**src/logic/ser_pkg.sv**
```systemverilog
/*
 * Constants for the status and event reporting block: register offsets,
 * summary byte bit positions, field widths and reset values.
 * Assumes a 32-bit APB register bus with word-aligned registers.
 */
`default_nettype none

package ser_pkg;

    // Field widths
    localparam int OPQ_W  = 15;          // Operation and questionable width
    localparam int STD_W  = 7;           // Standard event and request enable width
    localparam int ERR_W  = 16;          // Encoded error number width
    localparam int ADDR_W = 8;           // Decoded APB address bits

    // Register byte offsets
    localparam logic [ADDR_W-1:0] OFF_SUMMARY   = 8'h00; // Summary byte, read only
    localparam logic [ADDR_W-1:0] OFF_SRV_EN    = 8'h04; // Service request enable
    localparam logic [ADDR_W-1:0] OFF_STD_EVT   = 8'h08; // Standard event, read clears
    localparam logic [ADDR_W-1:0] OFF_STD_EN    = 8'h0c; // Standard event enable
    localparam logic [ADDR_W-1:0] OFF_OPER_EVT  = 8'h10; // Operation event, read clears
    localparam logic [ADDR_W-1:0] OFF_OPER_COND = 8'h14; // Operation condition
    localparam logic [ADDR_W-1:0] OFF_OPER_EN   = 8'h18; // Operation enable
    localparam logic [ADDR_W-1:0] OFF_QUES_EVT  = 8'h1c; // Questionable event, read clears
    localparam logic [ADDR_W-1:0] OFF_QUES_COND = 8'h20; // Questionable condition
    localparam logic [ADDR_W-1:0] OFF_QUES_EN   = 8'h24; // Questionable enable
    localparam logic [ADDR_W-1:0] OFF_ERR_QUEUE = 8'h28; // Error queue, read clears
    localparam logic [ADDR_W-1:0] OFF_CONTROL   = 8'h2c; // Clear and preset strobes
    localparam logic [ADDR_W-1:0] OFF_IRQ_STS   = 8'h30; // Interrupt status, write one clears
    localparam logic [ADDR_W-1:0] OFF_IRQ_MASK  = 8'h34; // Interrupt mask

    // Summary byte bit positions
    localparam int SUM_ERR  = 2;         // Error queue not empty
    localparam int SUM_QUES = 3;         // Questionable summary
    localparam int SUM_STD  = 5;         // Standard event summary
    localparam int SUM_RQS  = 6;         // Service request summary bit
    localparam int SUM_OPER = 7;         // Operation summary

    // Control register bits
    localparam int CTL_CLEAR  = 0;       // Clear all event registers and queue
    localparam int CTL_PRESET = 1;       // Clear operation and questionable enables

    // Interrupt status bits
    localparam int IRQ_W      = 2;       // Interrupt status width
    localparam int IRQ_ERR    = 0;       // Error code recorded
    localparam int IRQ_SRQ    = 1;       // Service request became active

    // Reset values
    localparam logic [OPQ_W-1:0] OPQ_EN_RST = 15'h0000; // Preset state of enables
    localparam logic [STD_W-1:0] STD_EN_RST = 7'h00;    // Power-on standard enables

endpackage : ser_pkg

`default_nettype wire

```
**src/logic/ser_top.sv**
```systemverilog
/*
 * Status and event reporting block: condition views, rising-edge latched
 * event registers, a one-entry error queue, the summary byte with its
 * service request bit, the open-drain service request pin and an APB slave.
 * Assumes condition and event inputs synchronous to I_CLK and an APB master
 * that holds its request until it sees PREADY high.
 */
// The placing of the registers and the APB slave port were left to the implementer.
`timescale 1ns/10ps
`default_nettype none

////////////////////////////////////////////////////////////////////////////////

module ser_top
(
    input  wire logic                        I_CLK,       // 10 MHz clock
    input  wire logic                        I_RST,       // Async reset, high
    input  wire logic                        PSEL,        // APB select
    input  wire logic                        PENABLE,     // APB access phase
    input  wire logic                        PWRITE,      // APB write
    input  wire logic [ser_pkg::ADDR_W-1:0]  PADDR,       // APB byte address
    input  wire logic [31:0]                 PWDATA,      // APB write data
    output logic      [31:0]                 PRDATA,      // APB read data
    output logic                             PREADY,      // APB ready
    output logic                             PSLVERR,     // APB unmapped address
    input  wire logic [ser_pkg::OPQ_W-1:0]   I_OPER_COND, // Operation conditions
    input  wire logic [ser_pkg::OPQ_W-1:0]   I_QUES_COND, // Questionable conditions
    input  wire logic [ser_pkg::STD_W-1:0]   I_STD_SRC,   // Standard event sources
    input  wire logic                        I_ERR_VALID, // Error code strobe
    input  wire logic [ser_pkg::ERR_W-1:0]   I_ERR_CODE,  // Encoded error number
    input  wire logic                        I_SRQ_I,     // Request line level
    output logic                             O_SRQ_O,     // Request line drive value
    output logic                             O_SRQ_OE_N,  // Request drive enable, low
    output logic                             O_IRQ        // Level interrupt
);
    import ser_pkg::*;

    typedef struct packed {
        logic [OPQ_W-1:0] oper_cond;   // Condition view, operation
        logic [OPQ_W-1:0] ques_cond;   // Condition view, questionable
        logic [STD_W-1:0] std_prev;    // Previous standard sources
        logic [OPQ_W-1:0] oper_evt;    // Latched operation events
        logic [OPQ_W-1:0] ques_evt;    // Latched questionable events
        logic [STD_W-1:0] std_evt;     // Latched standard events
        logic [OPQ_W-1:0] oper_en;     // Operation enable
        logic [OPQ_W-1:0] ques_en;     // Questionable enable
        logic [STD_W-1:0] std_en;      // Standard enable
        logic [STD_W-1:0] srv_en;      // Service request enable
        logic [ERR_W-1:0] err_code;    // Queue contents
        logic             err_full;    // Queue holds a code
        logic [7:0]       summary;     // Summary byte
        logic [IRQ_W-1:0] irq_sts;     // Sticky interrupt status
        logic [IRQ_W-1:0] irq_mask;    // Interrupt mask
        logic             irq;         // Interrupt output
        logic             srq_oe_n;    // Request pin enable
        logic [31:0]      rdata;       // Read data
        logic             ready;       // Access phase ready
        logic             slverr;      // Unmapped access
    } ser_state_t;

    ser_state_t st_q;
    ser_state_t st_d;

    logic [OPQ_W-1:0] oper_rise;
    logic [OPQ_W-1:0] ques_rise;
    logic [STD_W-1:0] std_rise;
    logic             setup;
    logic             access;
    logic             wr;
    logic             rd;
    logic             mapped;
    logic             clr_all;
    logic             rqs_next;
    logic [7:0]       sum_next;
    logic [31:0]      rd_mux;

    ////////////////////////////////////////////////////////////////////////////

    // Rising edges against the previous sample; falling edges are ignored
    assign oper_rise = I_OPER_COND & ~st_q.oper_cond;
    assign ques_rise = I_QUES_COND & ~st_q.ques_cond;
    assign std_rise  = I_STD_SRC & ~st_q.std_prev;

    // Bus phases; side effects happen only at the completing access edge
    assign setup  = PSEL & ~PENABLE;
    assign access = PSEL & PENABLE & st_q.ready;
    assign wr     = access & PWRITE & ~st_q.slverr;
    assign rd     = access & ~PWRITE & ~st_q.slverr;

    // Address decode, also used for the error answer
    always_comb begin
        mapped = 1'b1;
        unique case (PADDR)
            OFF_SUMMARY, OFF_SRV_EN, OFF_STD_EVT, OFF_STD_EN,
            OFF_OPER_EVT, OFF_OPER_COND, OFF_OPER_EN,
            OFF_QUES_EVT, OFF_QUES_COND, OFF_QUES_EN,
            OFF_ERR_QUEUE, OFF_CONTROL, OFF_IRQ_STS, OFF_IRQ_MASK: mapped = 1'b1;
            default: mapped = 1'b0;
        endcase
    end

    // Read view; condition and event are separate registers, the address picks one
    always_comb begin
        rd_mux = 32'h0000_0000;
        unique case (PADDR)
            OFF_SUMMARY:   rd_mux[7:0]       = st_q.summary;
            OFF_SRV_EN:    rd_mux[STD_W-1:0] = st_q.srv_en;
            OFF_STD_EVT:   rd_mux[STD_W-1:0] = st_q.std_evt;
            OFF_STD_EN:    rd_mux[STD_W-1:0] = st_q.std_en;
            OFF_OPER_EVT:  rd_mux[OPQ_W-1:0] = st_q.oper_evt;
            OFF_OPER_COND: rd_mux[OPQ_W-1:0] = st_q.oper_cond;
            OFF_OPER_EN:   rd_mux[OPQ_W-1:0] = st_q.oper_en;
            OFF_QUES_EVT:  rd_mux[OPQ_W-1:0] = st_q.ques_evt;
            OFF_QUES_COND: rd_mux[OPQ_W-1:0] = st_q.ques_cond;
            OFF_QUES_EN:   rd_mux[OPQ_W-1:0] = st_q.ques_en;
            OFF_ERR_QUEUE: rd_mux[ERR_W:0]   = {st_q.err_full, st_q.err_code};
            OFF_CONTROL:   rd_mux[2]         = I_SRQ_I;
            OFF_IRQ_STS:   rd_mux[IRQ_W-1:0] = st_q.irq_sts;
            OFF_IRQ_MASK:  rd_mux[IRQ_W-1:0] = st_q.irq_mask;
            default:       rd_mux            = 32'h0000_0000;
        endcase
    end

    assign clr_all = wr && (PADDR == OFF_CONTROL) && PWDATA[CTL_CLEAR];

    ////////////////////////////////////////////////////////////////////////////

    // Next state of the whole block
    always_comb begin
        st_d = st_q;

        // Condition views follow the inputs; a read never touches them
        st_d.oper_cond = I_OPER_COND;
        st_d.ques_cond = I_QUES_COND;
        st_d.std_prev  = I_STD_SRC;

        // Event latches: clear by read or clear-status, a new edge wins
        if (clr_all || (rd && PADDR == OFF_OPER_EVT)) begin
            st_d.oper_evt = '0;
        end
        if (clr_all || (rd && PADDR == OFF_QUES_EVT)) begin
            st_d.ques_evt = '0;
        end
        if (clr_all || (rd && PADDR == OFF_STD_EVT)) begin
            st_d.std_evt = '0;
        end
        st_d.oper_evt = st_d.oper_evt | oper_rise;
        st_d.ques_evt = st_d.ques_evt | ques_rise;
        st_d.std_evt  = st_d.std_evt | std_rise;

        // Error queue: one entry, newest code replaces, read empties it
        if (clr_all || (rd && PADDR == OFF_ERR_QUEUE)) begin
            st_d.err_full = 1'b0;
            st_d.err_code = '0;
        end
        if (I_ERR_VALID) begin
            st_d.err_code = I_ERR_CODE;
            st_d.err_full = 1'b1;
        end

        // Enable writes, sized to their documented widths
        if (wr && PADDR == OFF_SRV_EN) begin
            st_d.srv_en = PWDATA[STD_W-1:0];
        end
        if (wr && PADDR == OFF_STD_EN) begin
            st_d.std_en = PWDATA[STD_W-1:0];
        end
        if (wr && PADDR == OFF_OPER_EN) begin
            st_d.oper_en = PWDATA[OPQ_W-1:0];
        end
        if (wr && PADDR == OFF_QUES_EN) begin
            st_d.ques_en = PWDATA[OPQ_W-1:0];
        end
        if (wr && PADDR == OFF_CONTROL && PWDATA[CTL_PRESET]) begin
            st_d.oper_en = OPQ_EN_RST;
            st_d.ques_en = OPQ_EN_RST;
        end

        // Summary byte from the event views and the queue flag only, then the request bit
        sum_next           = 8'h00;
        sum_next[SUM_ERR]  = st_q.err_full;
        sum_next[SUM_QUES] = |(st_q.ques_evt & st_q.ques_en);
        sum_next[SUM_STD]  = |(st_q.std_evt & st_q.std_en);
        sum_next[SUM_OPER] = |(st_q.oper_evt & st_q.oper_en);
        rqs_next = |({sum_next[SUM_OPER], sum_next[SUM_STD:0]}
                     & {1'b0, st_q.srv_en[SUM_STD:0]});
        sum_next[SUM_RQS]  = rqs_next;
        st_d.summary       = sum_next;

        // Open-drain pin pulls low while the request bit is set
        st_d.srq_oe_n = ~st_q.summary[SUM_RQS];

        // Interrupt status: write one clears, a same-cycle set wins
        if (wr && PADDR == OFF_IRQ_STS) begin
            st_d.irq_sts = st_q.irq_sts & ~PWDATA[IRQ_W-1:0];
        end
        if (wr && PADDR == OFF_IRQ_MASK) begin
            st_d.irq_mask = PWDATA[IRQ_W-1:0];
        end
        st_d.irq_sts[IRQ_ERR] = st_d.irq_sts[IRQ_ERR] | I_ERR_VALID;
        st_d.irq_sts[IRQ_SRQ] = st_d.irq_sts[IRQ_SRQ]
                              | (rqs_next & ~st_q.summary[SUM_RQS]);
        st_d.irq = |(st_q.irq_sts & st_q.irq_mask);

        // One wait-free access phase; data and error prepared in setup
        // Error flag stands only in the access cycle, so the pin needs no gate
        st_d.ready  = setup;
        st_d.slverr = setup & ~mapped;
        if (setup) begin
            st_d.rdata = PWRITE ? 32'h0000_0000 : rd_mux;
        end
    end

    // State register; constants only under reset
    always_ff @(posedge I_CLK or posedge I_RST) begin
        if (I_RST) begin
            st_q          <= '0;
            st_q.oper_en  <= OPQ_EN_RST;
            st_q.ques_en  <= OPQ_EN_RST;
            st_q.std_en   <= STD_EN_RST;
            st_q.srv_en   <= STD_EN_RST;
            st_q.srq_oe_n <= 1'b1;
        end else begin
            st_q <= st_d;
        end
    end

    ////////////////////////////////////////////////////////////////////////////

    // Outputs straight from the state register, except O_SRQ_O which is tied low
    assign PRDATA     = st_q.rdata;
    assign PREADY     = st_q.ready;
    assign PSLVERR    = st_q.slverr;
    assign O_SRQ_O    = 1'b0;                 // Open drain only ever pulls low
    assign O_SRQ_OE_N = st_q.srq_oe_n;
    assign O_IRQ      = st_q.irq;

    ////////////////////////////////////////////////////////////////////////////

    // Checks beside the logic they guard
    a_rise_latches: assert property (@(posedge I_CLK) disable iff (I_RST)
        (I_OPER_COND[0] && !st_q.oper_cond[0]) |=> st_q.oper_evt[0])
        else $error("operation rising edge not latched");

    a_fall_no_set: assert property (@(posedge I_CLK) disable iff (I_RST)
        (!st_q.oper_evt[1] && !(I_OPER_COND[1] && !st_q.oper_cond[1]))
        |=> !st_q.oper_evt[1])
        else $error("event bit set without rising edge");

    a_event_holds: assert property (@(posedge I_CLK) disable iff (I_RST)
        (st_q.ques_evt[0] && !clr_all && !(rd && PADDR == OFF_QUES_EVT))
        |=> st_q.ques_evt[0])
        else $error("event bit lost without clear");

    a_read_clears: assert property (@(posedge I_CLK) disable iff (I_RST)
        (rd && PADDR == OFF_STD_EVT && std_rise == '0) |=> st_q.std_evt == '0)
        else $error("standard event not cleared by read");

    a_cond_follows: assert property (@(posedge I_CLK) disable iff (I_RST)
        ##1 st_q.oper_cond == $past(I_OPER_COND))
        else $error("condition view lags its input");

    a_queue_summary: assert property (@(posedge I_CLK) disable iff (I_RST)
        I_ERR_VALID |=> ##1 st_q.summary[SUM_ERR])
        else $error("queue summary not set after error");

    a_queue_empties: assert property (@(posedge I_CLK) disable iff (I_RST)
        (rd && PADDR == OFF_ERR_QUEUE && !I_ERR_VALID) |=> !st_q.err_full)
        else $error("queue not emptied by read");

    a_edge_wins: assert property (@(posedge I_CLK) disable iff (I_RST)
        (rd && PADDR == OFF_OPER_EVT && oper_rise[2]) |=> st_q.oper_evt[2])
        else $error("edge lost during read clear");

    a_rqs_cause: assert property (@(posedge I_CLK) disable iff (I_RST)
        st_q.summary[SUM_RQS] |-> $past(st_q.srv_en[SUM_STD:0]) != '0)
        else $error("request bit set with no enable");

    a_srq_follows: assert property (@(posedge I_CLK) disable iff (I_RST)
        st_q.summary[SUM_RQS] |=> !O_SRQ_OE_N)
        else $error("request pin not driven");

    a_sum_and: assert property (@(posedge I_CLK) disable iff (I_RST)
        ((st_q.oper_evt & st_q.oper_en) != '0) |=> st_q.summary[SUM_OPER])
        else $error("operation summary missing");

    a_cond_no_sum: assert property (@(posedge I_CLK) disable iff (I_RST)
        ((st_q.ques_evt & st_q.ques_en) == '0) |=> !st_q.summary[SUM_QUES])
        else $error("questionable summary without event");

    // Further checks on release of the pin, the queue, the standard latch, the condition view and the summary
    a_srq_release: assert property (@(posedge I_CLK) disable iff (I_RST)
        !st_q.summary[SUM_RQS] |=> O_SRQ_OE_N)
        else $error("request pin held with request bit clear");

    a_queue_code: assert property (@(posedge I_CLK) disable iff (I_RST)
        I_ERR_VALID |=> (st_q.err_full && st_q.err_code == $past(I_ERR_CODE)))
        else $error("error code not recorded");

    a_std_latch: assert property (@(posedge I_CLK) disable iff (I_RST)
        (I_STD_SRC[0] && !st_q.std_prev[0]) |=> st_q.std_evt[0])
        else $error("standard rising edge not latched");

    a_ques_sum: assert property (@(posedge I_CLK) disable iff (I_RST)
        ((st_q.ques_evt & st_q.ques_en) != '0) |=> st_q.summary[SUM_QUES])
        else $error("questionable summary missing");

    a_queue_clear: assert property (@(posedge I_CLK) disable iff (I_RST)
        !st_q.err_full |=> !st_q.summary[SUM_ERR])
        else $error("queue summary set while queue empty");

    a_rqs_set: assert property (@(posedge I_CLK) disable iff (I_RST)
        (st_q.summary[SUM_QUES] && $past(st_q.srv_en[SUM_QUES])) |-> st_q.summary[SUM_RQS])
        else $error("request bit missing for enabled summary");

    a_cond_read: assert property (@(posedge I_CLK) disable iff (I_RST)
        (rd && PADDR == OFF_QUES_COND) |=> st_q.ques_cond == $past(I_QUES_COND))
        else $error("condition view disturbed by a read");

    a_evt_only: assert property (@(posedge I_CLK) disable iff (I_RST)
        (st_q.oper_cond != '0 && st_q.oper_evt == '0) |=> !st_q.summary[SUM_OPER])
        else $error("operation condition fed the summary");

endmodule : ser_top

`default_nettype wire

```
**config.mk**
```make
export PLATFORM = sky130hd
export DESIGN_NAME = ser_top
export DESIGN_NICKNAME = d
export VERILOG_FILES = /design/src/logic/ser_pkg.sv /design/src/logic/ser_top.sv
export SDC_FILE = /design/constraint.sdc
export NUM_CORES = 1
export LEC_CHECK = 0
export BUFFER_PORTS_ARGS = -buffer_cell sky130_fd_sc_hd__buf_2
export CORE_ASPECT_RATIO = 0.6
export CORE_MARGIN = 3
export CORE_UTILIZATION = 25
export CTS_BUF_LIST = sky130_fd_sc_hd__clkbuf_16
export CTS_CLUSTER_SIZE = 14
export DETAILED_ROUTE_END_ITERATION = 10
export PLACE_DENSITY = 0.39
export SLEW_MARGIN = 20
export SYNTH_ARGS = -nofsm -noshare
export SYNTH_HDL_FRONTEND = slang
export SYNTH_SLANG_ARGS = --single-unit
```
**constraint.sdc**
```tcl
create_clock -name I_CLK -period 7.8 [get_ports I_CLK]
set_input_delay 0.39 -clock I_CLK [delete_from_list [all_inputs] [get_ports I_CLK]]
set_output_delay 0.39 -clock I_CLK [all_outputs]
set_load 0.01 [all_outputs]
```
==> results.txt, run 1 <==
I/O Buffers: 103
Dpl cell area: 8370 um2
Clock Skews: 10.2 ps
Overall routed net length: 28800 um
Achievable Freq: 366 MHz
Nets: 845
Via count: 5898
Synth top area share: 0.535
Finished Cell Area: 8960 um2
Top post-synthesis cells by count: dfrtp_1, a22o_1, inv_1, mux2i_1, buf_4
Critical path buffers and inverters: 1
Critical Path AT: 3120 ps
Clk slew on worst S/H paths: 70 ps
First-pass GRT wire length: 41600 um
Crit-path max cell delay: 750 ps
First-pass iteration count of the detailed router: 5
CP Max Fanout: 18
Post-detail-place hpwl: 21400 um
Fin crit period: 2730 ps
VDD IR max: 0.155 mV
Count leader, synth: dfrtp_1
Worst-Skew Late Latency: 460 ps
Number of H-tree levels: 4
Ant diodes: 0
CP delay by family, top: simple AND/OR/NAND/NOR gates
Share of layout cells above drive strength 1: 0.243
Sequential area share after synthesis: 0.538
WHS Path Cells: 1
Synthesized instance count: 673
Max clock buf depth: 2
Die footprint: 32900 um2
Clock sink count: 165
Post-synthesis cell type count: 62
Max-cap violations: 0
CORE AREA: 29500 um2
Remaining DRCs: 0
Die H: 142 um
Tot GR Track Use: 0.178
Worst reg2reg path depth: 5
Wire per inst: 24.9 um
DRT iter0 DRCs: 588
Pwr Density: 209 nW/um2
Critical Path End Type: flip-flop
Post-CTS sizing: 0
Setup TNS: 0 ps
I/O pins: 137
Cell Area, Synth: 7670 um2
Syn avg cell area: 11.4 um2
Crit start category: input pin
Drt via density: 5.09
Slew margin rel.: 0.276
Total global routing overflow: 0
Post-synth top area cell: dfrtp_1
FP Rows: 48
Post-route antenna net violation count: 0
Clk root buf: clkbuf_16
Critical path depth: 6
Async S/R FF share, synth: 1.00
Critical-path cell list: buf_2 -> or4b_1 -> nor3_1 -> o21ai_0 -> nand3_1 -> a22o_1
Status: complete, no violations
Leakage: 4.26 nW
Worst-Margin Slew: 1090 ps
Die Wd: 232 um
CTS tree: yes
Vias in the first global route: 5872
Number of synthesized flops with an enable pin: 0
Largest net degree at the start of global routing: 97
Final Hold Viols: 0
Top area cells in the synthesized netlist: dfrtp_1, a22o_1, mux2i_1
Fin crit share: 0.350
Worst path slowest cell: or4b_1
Hold WC Path Type: input pin to flip-flop
Area growth syn-to-layout: 16.7%
Ys flop type: dfrtp_1
WP data required: 8190 ps
Yosys warnings: 0
Post-CTS Hold Buffers: 0
Fill count: 3058
Seq cells post-synth: 165
Pwr Total: 1.87 mW
Setup Fix Bufs, Post-CTS: 0
Initial Utilization: 0.260
RSZ-0062 raised after global routing: false
Final setup viols: 0
CTS Buf Count: 17
Initial antenna violation count: 0
Gpl congestion: 0.886
WS Path Type: input pin to flip-flop
Slew Viols, Final: 0
[stage by stage]
| stage | worst slack [ps] | util | instances | hold slack [ps] |
|---|---|---|---|---|
| 2_1_floorplan | 2950 | - | 688 | 372 |
| 3_3_place_gp | 4580 | 0.284 | 1126 | 429 |
| 3_5_place_dp | 4580 | 0.284 | 1126 | 417 |
| 4_1_cts | 5060 | 0.304 | 1158 | 26.4 |
| 5_1_grt | 4950 | 0.304 | 1158 | 31.8 |
| 6_report | 5070 | 0.304 | 1158 | 54.6 |
[path summary, 6_finish.rpt]
kind	start	end	slack (ps)
hold / removal	I_STD_SRC[3]	st_q[149]$_DFF_PP0_	50
setup / recovery	PADDR[4]	PRDATA[12]$_DFFE_PP0P_	5070
setup reg to reg	PSLVERR$_DFF_PP0_	st_q[94]$_DFFE_PP0P_	5400
min in group asynchronous	I_RST	st_q[171]$_DFF_PP0_	110
hold reg to reg	st_q[46]$_DFF_PP0_	O_SRQ_OE_N$_DFF_PP1_	430
max in group asynchronous	I_RST	st_q[122]$_DFF_PP0_	6220
[final cells by class]
class,count,area (um2),share of cell area
multi-input combinational,407,2990,0.334
sequential,165,4130,0.461
tap,400,500,0.0559
clock inverter,15,161,0.0180
clock buffer,17,425,0.0475
timing repair buffer,113,591,0.0659
inverter,41,159,0.0177
[layout by cell type, fill, tap and decap left out, types with 3 or more instances in the layout]
cell       count
a222oi_1      11
buf_4         10
a21oi_1       24
dfrtp_1      164
and2_0         3
o22a_1         3
nand2_1       33
clkinv_4       3
a32o_1         8
conb_1        16
nor3_1         6
a21o_1         3
a221oi_1       3
a22o_1        69
nand3b_1       3
o22ai_1        5
inv_6          6
o21ai_0       12
mux2i_1       35
nor3b_1        3
mux2_2        20
buf_2        103
inv_8          3
nor2b_1        5
inv_1         40
nand3_1       33
clkbuf_16     17
a32oi_1        3
and3_1         4
nand4_1        4
nor2_1        28
and2_1         5
o2bb2ai_1      4
a31oi_1        5
a22oi_1       24
[flip-flops by register name (all words and copies together) (netlist names)]
| register | flops |
|---|---|
| O_IRQ | 1 |
| O_SRQ_OE_N | 1 |
| st_d | 1 |
| PSLVERR | 1 |
| PRDATA | 17 |
| st_q | 143 |
| PREADY | 1 |
[routing by layer]
layer,up-vias,wire (um),global-route usage
li1,2597,-,-
met1,3042,15400,0.286
met2,224,10900,0.224
met3,35,2100,0.0478
met4,0,413,0.0514
met5,-,0,0
[report_power, final]
| group | leakage (nW) | total (mW) | internal, mW | switching (mW) |
|---|---|---|---|---|
| Clock | 0.285 | 0.848 | 0.453 | 0.395 |
| Sequential | 1.98 | 0.894 | 0.876 | 0.0180 |
| Combinational | 1.99 | 0.133 | 0.0421 | 0.0912 |
| Total | 4.26 | 1.87 | 1.37 | 0.504 |
[logic make-up (layout without fill, tap and decap cells)]
kind of cell,Yosys count,after routing,share of synthesized area
AO/OA/AOI/OAI,186,186,0.191
flip-flops,165,165,0.538
AND/OR/NAND/NOR,148,148,0.107
buffers and inverters,116,186,0.0825
multiplexers,57,57,0.0809
other,1,16,0.000489
[worst register-to-register path, stage by stage, from the launching register on]
cell      delay, ps
dfrtp_1         380
nand4b_1        310
nor2_1          580
nand3_2         570
mux2i_1         370
nor2_1           60
No activity file was read; power rests on OpenSTA's default activity.
==> run 2, diff against run 1 <==
==> constraint.sdc (replaced) <==
create_clock -name I_CLK -period 2.65 [get_ports I_CLK]
set_input_delay 0.1325 -clock I_CLK [delete_from_list [all_inputs] [get_ports I_CLK]]
set_output_delay 0.1325 -clock I_CLK [all_outputs]
set_load 0.01 [all_outputs]
==> run 2 against run 1 <==
Total power rose to 3.2 times the previous value. Count of clock-buffer cells in the layout is the same. Sequential share of layout area shrank 4.6 points. Clock skew about the same. Core utilization increased by 3.3 points. Final cell count is 7.9% higher. Flip-flop and latch count is the same. Via count grew 6.1%. Register-to-register slack worse by 4900 ps. Clock power increased to 3.4 times the previous value. Design area rose by 11%. Largest cell class unchanged. Largest power group is now the clock network.
==> results.txt, run 2 (synthesis results as in run 1) <==
CTS Buf Count: 17
Final Hold Viols: 0
Status: complete, no violations
Clk root buf: clkbuf_16
Clock Skews: 10.5 ps
Max-cap violations: 0
Slew Viols, Final: 0
Slew margin rel.: 0.414
Area growth syn-to-layout: 29.5%
Total global routing overflow: 0
Worst reg2reg path depth: 7
Fin crit period: 2140 ps
FP Rows: 48
Achievable Freq: 466 MHz
Final setup viols: 0
Tot GR Track Use: 0.186
Initial Utilization: 0.260
Ant diodes: 0
WHS Path Cells: 3
Clk slew on worst S/H paths: 70 ps
Critical path buffers and inverters: 2
Commonest non-fill, non-tap cell in the layout: dfrtp_1
VDD IR max: 0.430 mV
CTS tree: yes
Hold Path Origin: PWDATA[1]
Post-CTS sizing: 0
Worst path slowest cell: a21oi_1
Remaining DRCs: 0
Worst-Skew Late Latency: 450 ps
Worst r2r src: PREADY$_DFF_PP0_
Number of H-tree levels: 4
Most frequent CP cell: buf_4
Nets: 937
Hold WC Path Type: input pin to flip-flop
Overall routed net length: 30100 um
Largest net degree at the start of global routing: 117
Setup Fix Bufs, Post-CTS: 0
First-pass iteration count of the detailed router: 5
WS Path Type: flip-flop to flip-flop
WP data required: 3030 ps
Gpl congestion: 0.895
Post-CTS Hold Buffers: 67
DRT iter0 DRCs: 699
Max FFs per register: 143
Max clock buf depth: 2
Most frequent cells in the layout: dfrtp_1, buf_2, a22o_1
Worst r2r dst: st_q[64]$_DFFE_PP0P_
Crit-path max cell delay: 470 ps
CORE AREA: 29500 um2
Leakage: 4.71 nW
Post-route antenna net violation count: 0
CP Max Fanout: 12
Initial antenna violation count: 1
CP delay by family, top: compound AO/OA/AOI/OAI gates
Share of layout cells above drive strength 1: 0.242
Pwr Total: 6.04 mW
Critical Path AT: 2520 ps
Internal reg-to-reg setup slack: 510 ps
Critical-path cell list: nand4b_1 -> nor2_1 -> buf_4 -> a32o_1 -> a21oi_1 -> buf_4 -> a22o_1
Via count: 6257
Wire per inst: 24.1 um
Post-detail-place hpwl: 22400 um
Die Wd: 232 um
Crit start category: flip-flop
Worst-Margin Slew: 880 ps
I/O pins: 137
Biggest register: st_q
WHS Endpoint: st_q[80]$_DFFE_PP0P_
Pwr Density: 607 nW/um2
Die H: 142 um
RSZ-0062 raised after global routing: false
First-pass GRT wire length: 43800 um
Fin crit share: 0.809
Setup TNS: 0 ps
Die footprint: 32900 um2
Clock sink count: 165
Drt via density: 5.01
Vias in the first global route: 6236
Critical Path End Type: flip-flop
I/O Buffers: 103
## run 2: metrics by stage
stage | utilization | setup slack [ps] | instance area (um2) | std cells | hold slack (ps)
floorplan | - | 420 | 7730 | 688 | 164
global placement | 0.291 | 250 | 8580 | 1151 | 257
detailed placement | 0.291 | 290 | 8580 | 1151 | 258
CTS | 0.337 | 529 | 9940 | 1250 | 36.5
global route | 0.337 | 435 | 9940 | 1250 | 77.9
finish | 0.337 | 506 | 9940 | 1250 | 60.8
## run 2: how the worst max path moves through the flow
stage / startpoint / end / slack, ps / depth (start not counted)
after detailed placement: PADDR[3] / PRDATA[5]$_DFFE_PP0P_ / 290 / 6
after global placement: PADDR[3] / PRDATA[5]$_DFFE_PP0P_ / 250 / 6
final: PREADY$_DFF_PP0_ / st_q[64]$_DFFE_PP0P_ / 510 / 7
after global routing: PREADY$_DFF_PP0_ / st_q[64]$_DFFE_PP0P_ / 440 / 7
after CTS: PREADY$_DFF_PP0_ / st_q[64]$_DFFE_PP0P_ / 530 / 7
after floorplan: I_RST / O_IRQ$_DFF_PP0_ / 420 / 1
## run 2: cell type report
cell class | count | area, um2
multi-input combinational | 407 | 2990
fill | 2992 | 19600
inverter | 41 | 158
clock inverter | 15 | 262
sequential | 165 | 4130
timing repair buffer | 205 | 1470
tap | 400 | 500
clock buffer | 17 | 425
## run 2: per-layer routing
| metal | vias up | routed length, um | track usage |
|---|---|---|---|
| met1 | 3212 | 15800 | 0.298 |
| met4 | 2 | 351 | 0.0433 |
| met2 | 243 | 11800 | 0.244 |
| li1 | 2773 | - | - |
| met3 | 27 | 2150 | 0.0455 |
| met5 | - | 17 | 0 |
## run 2: where the power goes
group	internal (mW)	total [mW]	switching, mW
registers	2.58	2.63	0.0527
clock network	1.85	2.92	1.06
logic	0.204	0.488	0.284
total	4.64	6.04	1.40
## run 2: worst min-delay path, cell delays in order
cell     delay, ps
buf_2          190
nand3_1        100
nand2_1         50
